### src/logic/spoc_defs.vh
`ifndef SPOC_DEFS_VH
`define SPOC_DEFS_VH

// Register byte offsets on the APB bus
`define SPOC_OFF_CTRL       8'h00
`define SPOC_OFF_LIMIT      8'h04
`define SPOC_OFF_CURRENT    8'h08
`define SPOC_OFF_STATUS     8'h0C

// Control register bit positions (write one to act)
`define SPOC_CTRL_CLEAR     0
`define SPOC_CTRL_CLR_INT   1

// Status register bit positions
`define SPOC_STAT_ACTIVE    0
`define SPOC_STAT_INT       1
`define SPOC_STAT_MCLR      2
`define SPOC_STAT_WAIT      3

// Reset values
`define SPOC_RST_ADDR       32'h0000_0000
`define SPOC_RST_PARCEL     16'h0000
`define SPOC_RST_PARITY     4'hF

// Parcel bookkeeping
`define SPOC_PARCELS        4
`define SPOC_LAST_PARCEL    2'h3

`endif

### src/logic/spoc_sync.v
`timescale 1ns/1ps
// Two-flop synchroniser for levels arriving from outside the pclk domain
module spoc_sync #(
  parameter WIDTH = 1
) (
  // Clock and reset
  input  wire             pclk,
  input  wire             presetn,
  // Asynchronous input and synchronised output
  input  wire [WIDTH-1:0] async_in,
  output wire [WIDTH-1:0] sync_out
);

  reg [WIDTH-1:0] meta_q;   // First stage, read only by the second stage
  reg [WIDTH-1:0] sync_q;   // Second stage, safe for logic

  // Two flip-flops in series
  always @(posedge pclk or negedge presetn) begin
    if (!presetn) begin
      meta_q <= {WIDTH{1'b0}};
      sync_q <= {WIDTH{1'b0}};
    end else begin
      meta_q <= async_in;
      sync_q <= meta_q;
    end
  end

  assign sync_out = sync_q;

endmodule

### src/logic/spoc_parity.v
`timescale 1ns/1ps
// Odd parity per nibble of a parcel
module spoc_parity #(
  parameter NIBBLES = 4
) (
  // Parcel in, one parity bit per nibble out
  input  wire [4*NIBBLES-1:0] parcel,
  output wire [NIBBLES-1:0]   parity
);

  genvar g;
  // Each bit makes its nibble plus itself hold an odd count of ones
  generate
    for (g = 0; g < NIBBLES; g = g + 1) begin : g_nib
      assign parity[g] = ~^parcel[4*g+3:4*g];
    end
  endgenerate

endmodule

### src/logic/spoc_channel.v
`timescale 1ns/1ps
`include "spoc_defs.vh"
module spoc_channel #(
  parameter ADDR_W = 22
) (
  // APB clock and reset
  input  wire              pclk,
  input  wire              presetn,
  // APB slave
  input  wire              psel,
  input  wire              penable,
  input  wire              pwrite,
  input  wire [7:0]        paddr,
  input  wire [31:0]       pwdata,
  output reg  [31:0]       prdata,
  output wire              pready,
  output wire              pslverr,
  // Memory read port, same clock
  output reg               mem_req,
  output reg  [ADDR_W-1:0] mem_addr,
  input  wire              mem_ack,
  input  wire [63:0]       mem_rdata,
  // Link pins
  input  wire              link_clk,
  input  wire              resume_in,
  output reg               chan_clk_out,
  output reg  [15:0]       chan_data,
  output reg  [3:0]        chan_parity,
  output reg               chan_ready,
  output reg               chan_disconnect,
  output wire              chan_master_clear,
  // System level signals
  input  wire              io_clear,
  output wire              chan_int
);

  // One-hot sequencer states
  localparam ST_IDLE  = 4'b0001;
  localparam ST_FETCH = 4'b0010;
  localparam ST_SEND  = 4'b0100;
  localparam ST_WAIT  = 4'b1000;
  // Address reset value, cut to the address width
  localparam [31:0] RST_ADDR = `SPOC_RST_ADDR;

  // Control state
  reg [3:0]        state_q;        // Sequencer state
  reg [3:0]        state_d;
  reg [ADDR_W-1:0] limit_q;        // Limit address
  reg [ADDR_W-1:0] current_q;      // Current address
  reg              active_q;       // Channel active
  reg              int_q;          // Channel interrupt flag
  reg              mclr_q;         // Programmed master clear level
  reg              first_q;        // First parcel of block still pending
  reg [1:0]        idx_q;          // Next parcel to send
  reg [63:0]       word_q;         // Word being sent
  reg              resume_pend_q;  // Resume seen, not yet used
  reg              lclk_prev_q;    // Link clock delayed for edge find
  reg              resume_prev_q;  // Resume delayed for edge find

  // Synchronised link inputs
  wire [1:0]  sync_out;
  wire        lclk_s   = sync_out[0];
  wire        resume_s = sync_out[1];

  // Edges of the synchronised link signals
  wire        link_edge   = lclk_s & ~lclk_prev_q;
  wire        resume_rise = resume_s & ~resume_prev_q;

  // APB decode
  wire        apb_wr  = psel & penable & pwrite;
  wire        rd_setup = psel & ~penable & ~pwrite;  // Setup cycle of a read
  wire        hit_ctrl    = (paddr == `SPOC_OFF_CTRL);
  wire        hit_limit   = (paddr == `SPOC_OFF_LIMIT);
  wire        hit_current = (paddr == `SPOC_OFF_CURRENT);
  wire        hit_status  = (paddr == `SPOC_OFF_STATUS);
  wire        hit_any = hit_ctrl | hit_limit | hit_current | hit_status;

  // Instruction-like events decoded from writes
  wire        wr_clear   = apb_wr & hit_ctrl & pwdata[`SPOC_CTRL_CLEAR];
  wire        wr_clr_int = apb_wr & hit_ctrl & pwdata[`SPOC_CTRL_CLR_INT];
  wire        wr_limit   = apb_wr & hit_limit;
  wire        wr_current = apb_wr & hit_current;
  wire [ADDR_W-1:0] wdata_addr = pwdata[ADDR_W-1:0];

  // Activation when the loaded current differs from the limit
  wire        start_xfer = wr_current & ~active_q & (wdata_addr != limit_q);
  // Equal load requests the programmed master clear
  wire        mclr_set   = wr_current & ~active_q & (wdata_addr == limit_q);

  // Parcel selection, most significant first
  reg  [15:0] parcel_sel;
  wire [3:0]  parcel_par;
  wire        word_last  = (current_q == limit_q);
  wire        emit       = (state_q == ST_SEND) & link_edge;
  wire        word_done  = emit & (idx_q == `SPOC_LAST_PARCEL) & ~first_q;
  wire        block_end  = word_done & word_last;

  // Link clock and resume synchroniser
  spoc_sync #(
    .WIDTH (2)
  ) u_sync (
    .pclk     (pclk),
    .presetn  (presetn),
    .async_in ({resume_in, link_clk}),
    .sync_out (sync_out)
  );

  // Nibble parity of the selected parcel
  spoc_parity #(
    .NIBBLES (4)
  ) u_parity (
    .parcel (parcel_sel),
    .parity (parcel_par)
  );

  // APB always answers at once; unmapped addresses flag an error
  assign pready  = 1'b1;
  assign pslverr = psel & penable & ~hit_any;

  // Master clear is a level, from software or from a system clear
  assign chan_master_clear = mclr_q | io_clear;
  // Interrupt level straight from its flag
  assign chan_int = int_q;

  // Pick the parcel by index
  always @* begin
    case (idx_q)
      2'd0:    parcel_sel = word_q[63:48];
      2'd1:    parcel_sel = word_q[47:32];
      2'd2:    parcel_sel = word_q[31:16];
      default: parcel_sel = word_q[15:0];
    endcase
  end

  // Sequencer next state
  always @* begin
    state_d = state_q;
    case (state_q)
      ST_IDLE: begin
        // Start on a differing address load
        if (start_xfer) begin
          state_d = ST_FETCH;
        end
      end
      ST_FETCH: begin
        // Word arrives from memory
        if (mem_ack) begin
          state_d = ST_SEND;
        end
      end
      ST_SEND: begin
        if (emit) begin
          if (first_q) begin
            // Lone first parcel, then wait for resume
            state_d = ST_WAIT;
          end else if (idx_q == `SPOC_LAST_PARCEL) begin
            // Word finished: end block or fetch the next
            state_d = word_last ? ST_IDLE : ST_FETCH;
          end
        end
      end
      ST_WAIT: begin
        // Resume releases the rest of the block
        if (resume_pend_q) begin
          state_d = ST_SEND;
        end
      end
      default: begin
        state_d = ST_IDLE;
      end
    endcase
    // Channel clear returns the sequencer to idle; the master clear level is kept
    if (wr_clear) begin
      state_d = ST_IDLE;
    end
  end

  // Sequencer state register
  always @(posedge pclk or negedge presetn) begin
    if (!presetn) begin
      state_q <= ST_IDLE;
    end else begin
      state_q <= state_d;
    end
  end

  // Edge detector registers and forwarded clock
  always @(posedge pclk or negedge presetn) begin
    if (!presetn) begin
      lclk_prev_q   <= 1'b0;
      resume_prev_q <= 1'b0;
      chan_clk_out  <= 1'b0;
    end else begin
      lclk_prev_q   <= lclk_s;
      resume_prev_q <= resume_s;
      // Interface clock trails the strobes by one cycle so the far end sees settled lines
      chan_clk_out  <= lclk_prev_q;
    end
  end

  // Address registers and activity flag
  always @(posedge pclk or negedge presetn) begin
    if (!presetn) begin
      limit_q   <= RST_ADDR[ADDR_W-1:0];
      current_q <= RST_ADDR[ADDR_W-1:0];
      active_q  <= 1'b0;
    end else begin
      // Limit load
      if (wr_limit) begin
        limit_q <= wdata_addr;
      end
      // Current load, or advance after each memory read
      if (wr_current) begin
        current_q <= wdata_addr;
      end else if ((state_q == ST_FETCH) && mem_ack) begin
        current_q <= current_q + 1'b1;
      end
      // Activity follows start, block end and channel clear
      if (wr_clear || block_end) begin
        active_q <= 1'b0;
      end else if (start_xfer) begin
        active_q <= 1'b1;
      end
    end
  end

  // Interrupt flag: a block end in the clearing cycle still sets it
  always @(posedge pclk or negedge presetn) begin
    if (!presetn) begin
      int_q <= 1'b0;
    end else if (block_end) begin
      int_q <= 1'b1;
    end else if (wr_clear || wr_clr_int) begin
      int_q <= 1'b0;
    end
  end

  // Programmed master clear level
  always @(posedge pclk or negedge presetn) begin
    if (!presetn) begin
      mclr_q <= 1'b0;
    end else if (mclr_set) begin
      mclr_q <= 1'b1;
    end else if (wr_limit) begin
      mclr_q <= 1'b0;
    end
  end

  // Resume catcher; a new resume wins over consumption
  always @(posedge pclk or negedge presetn) begin
    if (!presetn) begin
      resume_pend_q <= 1'b0;
    end else if (resume_rise) begin
      resume_pend_q <= 1'b1;
    end else if (start_xfer || (state_q == ST_WAIT)) begin
      resume_pend_q <= 1'b0;
    end
  end

  // Memory read request and word capture
  always @(posedge pclk or negedge presetn) begin
    if (!presetn) begin
      mem_req  <= 1'b0;
      mem_addr <= {ADDR_W{1'b0}};
      word_q   <= {64{1'b0}};
    end else begin
      // Request stands until acknowledged
      mem_req  <= (state_d == ST_FETCH) & ~((state_q == ST_FETCH) & mem_ack);
      if (state_d == ST_FETCH) begin
        mem_addr <= (state_q == ST_FETCH) ? current_q : wdata_addr;
        if (state_q != ST_IDLE) begin
          mem_addr <= current_q;
        end
      end
      if ((state_q == ST_FETCH) && mem_ack) begin
        word_q <= mem_rdata;
      end
    end
  end

  // Parcel index and first-parcel marker
  always @(posedge pclk or negedge presetn) begin
    if (!presetn) begin
      idx_q   <= 2'd0;
      first_q <= 1'b0;
    end else begin
      if (start_xfer) begin
        first_q <= 1'b1;
      end else if (emit) begin
        first_q <= 1'b0;
      end
      if ((state_q == ST_FETCH) && mem_ack) begin
        idx_q <= 2'd0;
      end else if (emit) begin
        idx_q <= idx_q + 2'd1;
      end
    end
  end

  // Link outputs change only on a link clock rising edge
  always @(posedge pclk or negedge presetn) begin
    if (!presetn) begin
      chan_data       <= `SPOC_RST_PARCEL;
      chan_parity     <= `SPOC_RST_PARITY;
      chan_ready      <= 1'b0;
      chan_disconnect <= 1'b0;
    end else if (link_edge) begin
      // Strobes last one link clock cycle
      chan_ready      <= emit;
      chan_disconnect <= emit & (idx_q == 2'd0) & word_last;
      if (emit) begin
        // All sixteen bits and parity move together and then hold
        chan_data   <= parcel_sel;
        chan_parity <= parcel_par;
      end
    end
  end

  // Read data taken in the setup cycle, so it stands from a flip-flop in the access cycle
  always @(posedge pclk or negedge presetn) begin
    if (!presetn) begin
      prdata <= 32'h0000_0000;
    end else begin
      // Zero outside the access cycle of a read
      prdata <= 32'h0000_0000;
      if (rd_setup) begin
        if (hit_limit) begin
          prdata[ADDR_W-1:0] <= limit_q;
        end else if (hit_current) begin
          prdata[ADDR_W-1:0] <= current_q;
        end else if (hit_status) begin
          prdata[`SPOC_STAT_ACTIVE] <= active_q;
          prdata[`SPOC_STAT_INT]    <= int_q;
          prdata[`SPOC_STAT_MCLR]   <= chan_master_clear;
          prdata[`SPOC_STAT_WAIT]   <= (state_q == ST_WAIT);
        end
      end
    end
  end

endmodule

### config.mk
export PLATFORM = sky130hd
export DESIGN_NAME = spoc_channel
export DESIGN_NICKNAME = d
export VERILOG_FILES = /design/src/logic/spoc_sync.v /design/src/logic/spoc_parity.v /design/src/logic/spoc_channel.v
export VERILOG_INCLUDE_DIRS = /design/src /design/src/logic
export SDC_FILE = /design/constraint.sdc
export NUM_CORES = 1
export LEC_CHECK = 0
export BUFFER_PORTS_ARGS = -buffer_cell sky130_fd_sc_hd__buf_2
export CAP_MARGIN = 20
export CELL_PAD_IN_SITES_DETAIL_PLACEMENT = 1
export CELL_PAD_IN_SITES_GLOBAL_PLACEMENT = 1
export CORE_AREA = 3 3 150 152
export CTS_CLUSTER_DIAMETER = 40
export DETAILED_ROUTE_END_ITERATION = 7
export DIE_AREA = 0 0 153 155
export GPL_TIMING_DRIVEN = 1
export MAX_ROUTING_LAYER = met4
export PLACE_DENSITY = 0.84
export SLEW_MARGIN = 10
export SYNTH_ARGS = -nofsm -noshare
export SYNTH_HDL_FRONTEND = slang
export SYNTH_SLANG_ARGS = --single-unit
export TNS_END_PERCENT = 50
### constraint.sdc
create_clock -name pclk -period 3.3 [get_ports pclk]
set_clock_uncertainty 0.2 [all_clocks]
set_input_delay 0 -clock pclk [delete_from_list [all_inputs] [get_ports pclk]]
set_output_delay 0 -clock pclk [all_outputs]
set_load 0.01 [all_outputs]
# --- Word-level counts from Yosys, hierarchy flattened ---
# Index checks and enable logic that the tools add are counted.
word_totals:
  register_bits: 193
  out_inout_bits: 82
  in_bits: 113
classes:
  add_sub_neg: 2
  n_reduce_logical: 18
  n_eq_ne: 15
  bitwise_logic: 35
  n_mux: 31
op_table:
  columns: ["cell", "n"]
  rows:
  - ["$mux 22", 6]
  - ["$pmux 16 s3", 1]
  - ["$eq 22x22->1", 2]
  - ["$mux 4", 9]
  - ["$and 1x1->1", 23]
  - ["$add 22x1->22 const B", 1]
  - ["$ne 22x22->1", 1]
  - ["$mux 18", 1]
  - ["$eq 8x4->1 const B", 2]
  - ["$pmux 4 s4", 1]
  - ["$reduce_xnor 4->1", 4]
  - ["$reduce_bool 2->1", 7]
  - ["$mux 1", 10]
  - ["$eq 4x2->1 const B", 2]
  - ["$eq 8x3->1 const B", 1]
  - ["$logic_not 8->1", 1]
  - ["$not 1->1", 8]
  - ["$mux 2", 3]
  - ["$eq 2x2->1 const B", 2]
  - ["$eq 4x1->1 const B", 1]
  - ["$eq 4x3->1 const B", 1]
  - ["$eq 4x4->1 const B", 1]
  - ["$ne 4x1->1 const B", 1]
  - ["$or 1x1->1", 4]
  - ["6 further kinds", 8]

# --- Longest topological paths before layout ---
# Gate-level depths: netlist of run 1.
logic_depth:
  word_depth: 10
  ltp_mapped: 10

# --- Cells and area by module ---
# Synthesis of run 1 repeated with hierarchy kept, for this count alone.
unflattened:
  hier_cells: 883
  area_unflattened_um2: 9103.7
modules_own_cells:
  columns: ["module", "n_inst", "area_each_um2", "cells_per_inst"]
  rows:
  - ["spoc_channel", 1, 8898.5, 867]
  - ["spoc_parity", 1, 105.1, 12]
  - ["spoc_sync", 1, 100.1, 4]

# --- Worst setup path after synthesis of run 1 ---
# OpenSTA, ideal clock, no wires.
synth_timing:
  path_type: "register to register"
  startpoint: "reg state_q[3]"
  endpoint: "reg mem_addr[10]"
  period_less_slack_ps: 2577
  path_stages_with_launch: 9
  t_required_ps: 2975
  t_arrival_ps: 2252
  setup_time_ps: 125
  slack_ps: 723
  cell_sequence: "dfrtp_1 buf_6 or4b_4 or2_4 o31ai_4 o21ai_2 a21oi_4 buf_12 mux2_4"
synth_between:
  elab_chain_len: 6
  elab_cells_between_ends: 17
  cone_classes: "eq/ne (6); mux (10); bitwise (1)"
synth_lines:
  columns: ["element", "line", "rtl"]
  rows:
  - ["start: declaration", "spoc_channel.v:46", "reg [3:0] state_q;"]
  - ["start signal: assignment", "spoc_channel.v:183", "state_q <= state_d;"]
  - ["$eq 4x3->1 / $mux 4 (equally long branches)", "spoc_channel.v:94, spoc_channel.v:138, spoc_channel.v:156", null]
  - ["$and 1x1->1 / $mux 4 (equally long branches)", "spoc_channel.v:94, spoc_channel.v:153", null]
  - ["$mux 4", "spoc_channel.v:152", "if (emit) begin"]
  - ["$pmux 4 s4", "spoc_channel.v:138", "case (state_q)"]
  - ["$mux 4", "spoc_channel.v:173", "if (wr_clear) begin"]
  - ["$eq 4x2->1", "spoc_channel.v:269", "if (state_d == ST_FETCH) begin"]
  - ["end signal: assignment", "spoc_channel.v:264", "mem_addr <= {ADDR_W{1'b0}};"]
  - ["end signal: assignment", "spoc_channel.v:270", "mem_addr <= (state_q == ST_FETCH) ? current_q : wdata_addr;"]
  - ["end signal: assignment", "spoc_channel.v:272", "mem_addr <= current_q;"]
  - ["end: declaration", "spoc_channel.v:20", "output reg [ADDR_W-1:0] mem_addr,"]
# Several ways; a longest one is shown, not always the timed one.
# A chain may end at the register's enable or synchronous reset.

# --- Final worst setup path of run 1 ---
layout_timing:
  startpoint: "reg state_q[1]"
  endpoint: "reg mem_addr[1]"
# Same word-level chain as after synthesis.

==> results of run 1 <==
-- cell usage in the layout, fill, tap and decap left out, types with 19 or more instances in the layout --
cell type                       synthesis  layout
sky130_fd_sc_hd__mux2_4                19      19
sky130_fd_sc_hd__mux2_2               120     120
sky130_fd_sc_hd__a21oi_1               38      38
sky130_fd_sc_hd__nor2_1                70      70
sky130_fd_sc_hd__o21ai_0               22      22
sky130_fd_sc_hd__dfrtp_1              188     188
sky130_fd_sc_hd__xor2_1                62      62
sky130_fd_sc_hd__nand2_1               38      38
sky130_fd_sc_hd__dlygate4sd3_1          0     105
sky130_fd_sc_hd__buf_2                  9     172
-- cell families after synthesis --
kind of cell	Yosys count	synth area share, %
compound gates	109	8.09
xor+xnor	79	7.57
fa+ha+maj	5	0.684
buf+inv	62	3.56
flops	193	52.9
mux	140	18.0
other cells	2	0.0821
simple gates	171	9.13
-- worst max path at each step --
stage / from / endpoint / slack [ns]
2_1_floorplan: state_q[3] / mem_addr[10] / 0.72
3_3_place_gp: state_q[1] / mem_addr[1] / 0.45
3_5_place_dp: state_q[1] / mem_addr[1] / 0.38
4_1_cts: state_q[1] / mem_addr[1] / 0.37
5_1_grt: idx_q[0] / chan_parity[2] / 0.26
6_report: state_q[1] / mem_addr[1] / 0.35
-- cell type report --
class                           count  area, um^2  share of cell area (%)
Sequential cell                   193        4840                    40.7
Multi-Input combinational cell    515        4030                    33.9
Timing Repair Buffer              291        2070                    17.5
Clock buffer                       18         439                    3.70
Tap cell                          275         344                    2.90
Clock inverter                     13         119                    1.00
Inverter                            7        26.3                   0.221
Antenna cell                        4        10.0                  0.0843
-- sequential cells by signal, summed over array words and instances (netlist names), 4 cells and up --
| register | flops |
|---|---|
| state_q | 4 |
| word_q | 64 |
| mem_addr | 22 |
| prdata | 22 |
| limit_q | 22 |
| chan_data | 16 |
| chan_parity | 4 |
| current_q | 22 |
-- metrics by stage --
stage / power, W / cells
after global routing: 0.00503 / 1316
after CTS: 0.00484 / 1312
after global placement: 0.00273 / 1176
after floorplan: 0.00257 / 770
final: 0.00486 / 1316
after detailed placement: 0.00274 / 1176
-- what timing repair did --
action | CTS | global route
hold endpoints to repair | 239 | 0
hold buffers | 105 | 0
gates resized for setup | 0 | 0
buffers inserted | 0 | 0
-- worst reg2reg max path: stages (launching register included) --
cell and delay (ns):
sky130_fd_sc_hd__dfrtp_1 0.47, sky130_fd_sc_hd__or4b_4 0.59, sky130_fd_sc_hd__or2_4 0.39, sky130_fd_sc_hd__o31ai_4 0.26, sky130_fd_sc_hd__o21ai_2 0.11, sky130_fd_sc_hd__a21oi_4 0.20
sky130_fd_sc_hd__buf_12 0.23, sky130_fd_sc_hd__mux2_2 0.40
-- metal layers --
metal	global-route usage [%]	vias up
met5	-	-
met4	10.5	0
met3	4.78	75
met2	47.8	322
met1	30.9	3736
li1	-	3213
-- power groups by stage --
stage                     Combinational (W)  Sequential [W]  Clock, W
after floorplan                    0.000123         0.00245         0
after global placement             0.000276         0.00245         0
after detailed placement           0.000283         0.00246         0
after CTS                          0.000382         0.00241   0.00204
after global routing               0.000426         0.00241   0.00219
final                              0.000393         0.00241   0.00206
==> impl_metrics.tcl, run 1 <==
set metrics [dict create \
    status "finished clean" \
    yosys.cell_count.top_type "sky130_fd_sc_hd__dfrtp_1" \
    detailedRoute.firstIterationViolations 433 \
    share_of_total_power_in_sequential_cells_pct 49.6 \
    synth_top_flop_cell "sky130_fd_sc_hd__dfrtp_1" \
    ys_top_cells_by_area "sky130_fd_sc_hd__dfrtp_1 51%, sky130_fd_sc_hd__mux2_2 15%, sky130_fd_sc_hd__xor2_1 5.9%, sky130_fd_sc_hd__mux2_4 3.1%, sky130_fd_sc_hd__nor2_1 2.9%" \
    total_die_area_um2 23700 \
    layout_setup_ws_ns 0.349 \
    final.period_utilization_pct 89.4 \
    endpoint_required_time_on_the_critical_path_ns 3.41 \
    timing.max_slew.rel_slack_pct 38.0 \
    timing.final.hold_violations 0 \
    routed_wire_length_per_instance_um 23.4 \
    synth_enable_flop_cells 0 \
    chipWidth_um 153 \
    netSwitchingFraction_pct 26.1 \
    route.met3.wl_mm 1.64 \
    highest-signal-layer "met4" \
    port_buffers 173 \
    worst_path_dominant_cell_family "simple AND/OR/NAND/NOR gates" \
    core-area_um2 21200 \
    timing_max_transition_violations_final 0 \
    detail-route-antenna-nets 0 \
    wirelength_met1_mm 11.9 \
    yosysWarningCount 0 \
    ys_seq_area_share_pct 52.9 \
    worstReg2RegEnd "mem_addr[1]" \
    grt-ovfl-total 0 \
    placementRows 53 \
    static_leakage_power_nw 5.94 \
    clkSlewWorstSetupHoldPaths_ns 0.07 \
    critPathBufInv 1 \
    ctsRootBufferMaster "sky130_fd_sc_hd__clkbuf_16" \
    vias 7346 \
    critPathLaunchType "flip-flop" \
    critical_path_arrival_ns 3.06 \
    worstSetupPathDepth 7 \
    clock_power_share_pct 42.3 \
    cts-htree-levels 4 \
    worstMarginPinSlew_ns 0.928 \
    cell_type_contributing_the_most_total_cell_area_after_synthesis "sky130_fd_sc_hd__dfrtp_1" \
    cap_violations 0 \
    setup.reg_to_reg.worst_slack_ns 0.35 \
    synth.cell_area_um2 9140 \
    worstReg2RegStart "state_q[1]" \
    setup_tns_ns 0 \
    placed_standard_cell_area_um2 10300 \
    synth.ff_latch_count 193 \
    wire_length_reported_by_the_detailed_router_mm 30.9 \
    timing.setup.critical_path_class "flip-flop to flip-flop" \
    irDropWorstVdd_uv 373 \
    firstDrtPassIters 5 \
    grt_use_total_pct 27.1 \
    max_freq_ghz 0.339 \
    rr_worst_depth 7 \
    rsz0062_at_grt "no" \
    netlist-cell-type-count 49 \
    hpwl_mm 18.0 \
    post_route_cells_drive_above_1_share_pct 36.1 \
    io_pins 195 \
    grt_start_max_net_pins 100 \
    power.internal_w 0.00359 \
    finalNetCount 1143 \
    numClockSinks 193 \
    cp_slowest_cell "sky130_fd_sc_hd__or4b_4" \
    crit_end_category "flip-flop" \
    drc_errors 0 \
    starting_density_pct 43.2 \
    combinationalPowerShare_pct 8.1 \
    critPathMaxFanout 29 \
    n_fill_cell 2208 \
    crit_path_max_incr_delay_ns 0.59 \
    postSynth.asyncResetShare_pct 100 \
    syn2layout_area_growth_pct 29.9 \
    clock_latency_ns 0.44 \
    cts_max_path_buffers 2 \
    placement.setup.worst_slack_ns 0.381 \
    timing.final.setup_violations 0 \
    routed-wl-met2_mm 16.2 \
    power_density_nw_per_um2 409 \
    post_synth.cell_area_avg_um2 12.0 \
    finalWorstPathRequiredPeriod_ns 2.95 \
    chipHeight_um 155 \
    cp_cell_sequence "or4b_4 -> or2_4 -> o31ai_4 -> o21ai_2 -> a21oi_4 -> buf_12 -> mux2_2" \
    post_synthesis_cell_count 761 \
    gp_congestion 0.819 \
    final_design_utilization_pct 56.2 \
    cts_tree "yes" \
    antenna_found_initial 4 \
    synthTopCellsByCount "188 x sky130_fd_sc_hd__dfrtp_1, 120 x sky130_fd_sc_hd__mux2_2, 70 x sky130_fd_sc_hd__nor2_1" \
    stdcell_area_um2 11900 \
    cts-buffers-inserted 17 \
    worst_hold_slack_ns 0.0238 \
    grt_pass1_wl_mm 48.6 \
    synth_top_cell_area_share_pct 51.5 \
    hp-class "input port to async pin" \
    switchingPower_w 0.00127 \
    vias_in_the_first_global_route 8315 \
    post_drt_via_cell_ratio 5.58 \
]
(Power assumes the default switching activity.)
==> run 2, diff against run 1 <==
--- a/config.mk
+++ b/config.mk
@@ -10,15 +10,16 @@
 export CAP_MARGIN = 20
 export CELL_PAD_IN_SITES_DETAIL_PLACEMENT = 1
 export CELL_PAD_IN_SITES_GLOBAL_PLACEMENT = 1
-export CORE_AREA = 3 3 150 152
+export CORE_AREA = 3 3 152 154
 export CTS_CLUSTER_DIAMETER = 40
 export DETAILED_ROUTE_END_ITERATION = 7
-export DIE_AREA = 0 0 153 155
+export DIE_AREA = 0 0 155 157
 export GPL_TIMING_DRIVEN = 1
 export MAX_ROUTING_LAYER = met4
 export PLACE_DENSITY = 0.84
 export SLEW_MARGIN = 10
 export SYNTH_ARGS = -nofsm -noshare
 export SYNTH_HDL_FRONTEND = slang
+export SYNTH_HIERARCHICAL = 1
 export SYNTH_SLANG_ARGS = --single-unit
 export TNS_END_PERCENT = 50
==> run 2 against run 1 <==
  * Sequential cell count is the same
  * Clock-buffer cell count grew 1
  * Synthesized cell count grew 16%
  * Final cell count grew 9.3%
  * Critical path type unchanged
  * Critical endpoint is now mem_addr[0]
  * Largest power group unchanged
==> impl_metrics.tcl, run 2 <==
set metrics [dict create \
    status "finished clean" \
    chipHeight_um 157 \
    timing.final.setup_violations 0 \
    combinationalPowerShare_pct 7.7 \
    synth_top_flop_cell "sky130_fd_sc_hd__dfrtp_1" \
    clkSlewWorstSetupHoldPaths_ns 0.08 \
    endpoint_required_time_on_the_critical_path_ns 3.42 \
    critPathMaxFanout 23 \
    post_drt_via_cell_ratio 5.42 \
    gp_congestion 0.860 \
    netlist-cell-type-count 56 \
    ys_top_cells_by_area "sky130_fd_sc_hd__dfrtp_1 52%, sky130_fd_sc_hd__nand2_1 7.6%, sky130_fd_sc_hd__mux2_2 5.1%, sky130_fd_sc_hd__xnor2_1 4.1%, sky130_fd_sc_hd__xor2_1 3.5%" \
    worst_hold_slack_ns 0.0778 \
    finalWorstPathRequiredPeriod_ns 2.73 \
    routed_wire_length_per_instance_um 21.2 \
    placementRows 54 \
    n_fill_cell 2397 \
    cts-htree-levels 4 \
    worst_path_dominant_cell_family "simple AND/OR/NAND/NOR gates" \
    timing.setup.critical_path_class "flip-flop to flip-flop" \
    critPathBufInv 1 \
    yosys.cell_count.top_type "sky130_fd_sc_hd__dfrtp_1" \
    synth.ff_latch_count 193 \
    cts_tree "yes" \
    grt_pass1_wl_mm 48.3 \
    crit_path_max_incr_delay_ns 0.58 \
    share_of_total_power_in_sequential_cells_pct 48.1 \
    syn2layout_area_growth_pct 30.8 \
    setup_tns_ns 0 \
    cell_type_contributing_the_most_total_cell_area_after_synthesis "sky130_fd_sc_hd__dfrtp_1" \
    critPathLaunchType "flip-flop" \
    grt-ovfl-total 0 \
    timing_max_transition_violations_final 0 \
    cap_violations 0 \
    cts_max_path_buffers 2 \
    wire_length_reported_by_the_detailed_router_mm 30.5 \
    total_die_area_um2 24300 \
    irDropWorstVdd_uv 253 \
    synthTopCellsByCount "188 x sky130_fd_sc_hd__dfrtp_1, 185 x sky130_fd_sc_hd__nand2_1, 63 x sky130_fd_sc_hd__nor2_1" \
    worstMarginPinSlew_ns 0.783 \
    antennaDiodeCount 0 \
    critical_path_arrival_ns 2.85 \
    starting_density_pct 41.7 \
    vias 7801 \
    antenna_found_initial 0 \
    hp-class "input port to flip-flop" \
    largest_register "word_q" \
    cp_slowest_cell "sky130_fd_sc_hd__or4b_4" \
    vias_in_the_first_global_route 8624 \
    io_pins 195 \
    whs_endpoint "word_q[58]" \
    netSwitchingFraction_pct 24.9 \
    layout_commonest_cell "sky130_fd_sc_hd__dfrtp_1" \
    max_freq_ghz 0.367 \
    final.period_utilization_pct 82.7 \
    worstReg2RegStart "state_q[1]" \
    chipWidth_um 155 \
    detail-route-antenna-nets 0 \
    largest_register_ffs 64 \
    clock_power_share_pct 44.2 \
    cp_cell_sequence "or4b_4 -> o32ai_2 -> o311ai_1 -> a31oi_2 -> buf_4 -> or2b_1 -> o221a_2" \
    core-area_um2 21800 \
    min_path_cells 4 \
    power.internal_w 0.00377 \
    most_frequent_cells_in_the_layout "188 x sky130_fd_sc_hd__dfrtp_1, 185 x sky130_fd_sc_hd__nand2_1, 172 x sky130_fd_sc_hd__buf_2, 108 x sky130_fd_sc_hd__dlygate4sd3_1, 63 x sky130_fd_sc_hd__nor2_1" \
    static_leakage_power_nw 6.00 \
    postSynth.asyncResetShare_pct 100 \
    ctsRootBufferMaster "sky130_fd_sc_hd__clkbuf_16" \
    hpwl_mm 18.5 \
    setup.reg_to_reg.worst_slack_ns 0.57 \
    grt_use_total_pct 26.2 \
    drc_errors 0 \
    ys_seq_area_share_pct 53.1 \
    clock_latency_ns 0.45 \
    synth.cell_area_um2 9100 \
    power_density_nw_per_um2 422 \
    cts-buffers-inserted 17 \
    finalNetCount 1264 \
    post_route_cells_drive_above_1_share_pct 26.1 \
    firstDrtPassIters 6 \
    grt_start_max_net_pins 88 \
    yosysWarningCount 6 \
    final_design_utilization_pct 54.6 \
    timing.hold.worst.start "mem_rdata[58]" \
    numClockSinks 193 \
    post_synth.cell_area_avg_um2 10.3 \
    timing.max_slew.rel_slack_pct 47.7 \
    timing.final.hold_violations 0 \
    synth_enable_flop_cells 0 \
    switchingPower_w 0.00125 \
    number_of_resized_instances_in_the_post_cts_repair_step 0 \
    synth_top_cell_area_share_pct 51.7 \
    post_synthesis_cell_count 883 \
    crit_end_category "flip-flop" \
    rsz0062_at_grt "no" \
    port_buffers 173 \
    rr_worst_depth 7 \
    worstReg2RegEnd "mem_addr[0]" \
    detailedRoute.firstIterationViolations 515 \
]
run 2: how the worst max path moves through the flow:
stage | slack (ns) | end | depth (start not counted) | startpoint
5_1_grt | 0.49 | mem_addr[0] | 7 | state_q[1]
2_1_floorplan | 0.88 | chan_parity[3] | 7 | idx_q[1]
3_3_place_gp | 0.62 | mem_addr[17] | 7 | current_q[18]
3_5_place_dp | 0.61 | mem_addr[0] | 7 | state_q[1]
6_report | 0.57 | mem_addr[0] | 7 | state_q[1]
4_1_cts | 0.57 | mem_addr[0] | 7 | state_q[1]
run 2: cells by family after synthesis:
logic type | after synthesis | synth area share (%)
buf+inv | 86 | 4.30
other cells | 2 | 0.0825
fa+ha+maj | 5 | 0.687
simple gates | 339 | 17.1
mux | 59 | 7.05
flops | 193 | 53.1
xor+xnor | 79 | 7.60
compound gates | 120 | 10.1
run 2: area by class of cell:
class / instances / area, um^2 / share of cell area, %
clock buffers: 19 / 453 / 3.80
clock inverters: 13 / 169 / 1.42
inverters: 24 / 90.1 / 0.756
multi-input cells: 613 / 3910 / 32.8
flip-flops and latches: 193 / 4840 / 40.6
well taps: 280 / 350 / 2.94
repair buffers: 297 / 2100 / 17.6
run 2: through the flow:
step                      worst slack (ns)  instance area [um^2]  total power (W)  cells
final                                0.572                 11900          0.00502   1439
after global placement               0.619                 10200          0.00273   1299
after detailed placement             0.611                 10200          0.00274   1299
after floorplan                      0.876                  9140          0.00256    892
after CTS                            0.565                 11900          0.00503   1439
after global routing                 0.487                 11900          0.00519   1439
run 2: power groups by stage:
stage          combinational (W)  clock [W]  sequential [W]
2_1_floorplan           0.000104          0         0.00246
3_3_place_gp            0.000272          0         0.00246
3_5_place_dp            0.000278          0         0.00246
4_1_cts                 0.000376    0.00224         0.00242
5_1_grt                 0.000417    0.00235         0.00242
6_report                0.000386    0.00222         0.00242
run 2: worst min-delay path: cells and delay by family:
kind / cells / cell delay, ns
AND/OR/NAND/NOR: 2 / 0.09
buffers and inverters: 2 / 0.61
run 2: per-layer routing:
layer	part of all wire, %	routed length (um)	global-route usage (%)	vias up
met5	0	0	-	-
met4	2.8	845	9.13	0
met3	4.6	1400	4.54	52
met2	53	16100	46.3	283
met1	40	12200	30.1	3940
li1	-	-	-	3526
run 2: repair_timing:
item / in CTS / in global routing
buffers inserted: 0 / 0
hold buffers: 108 / 0
endpoints found under the setup margin: 0 / 0
endpoints found under the hold margin: 271 / 0
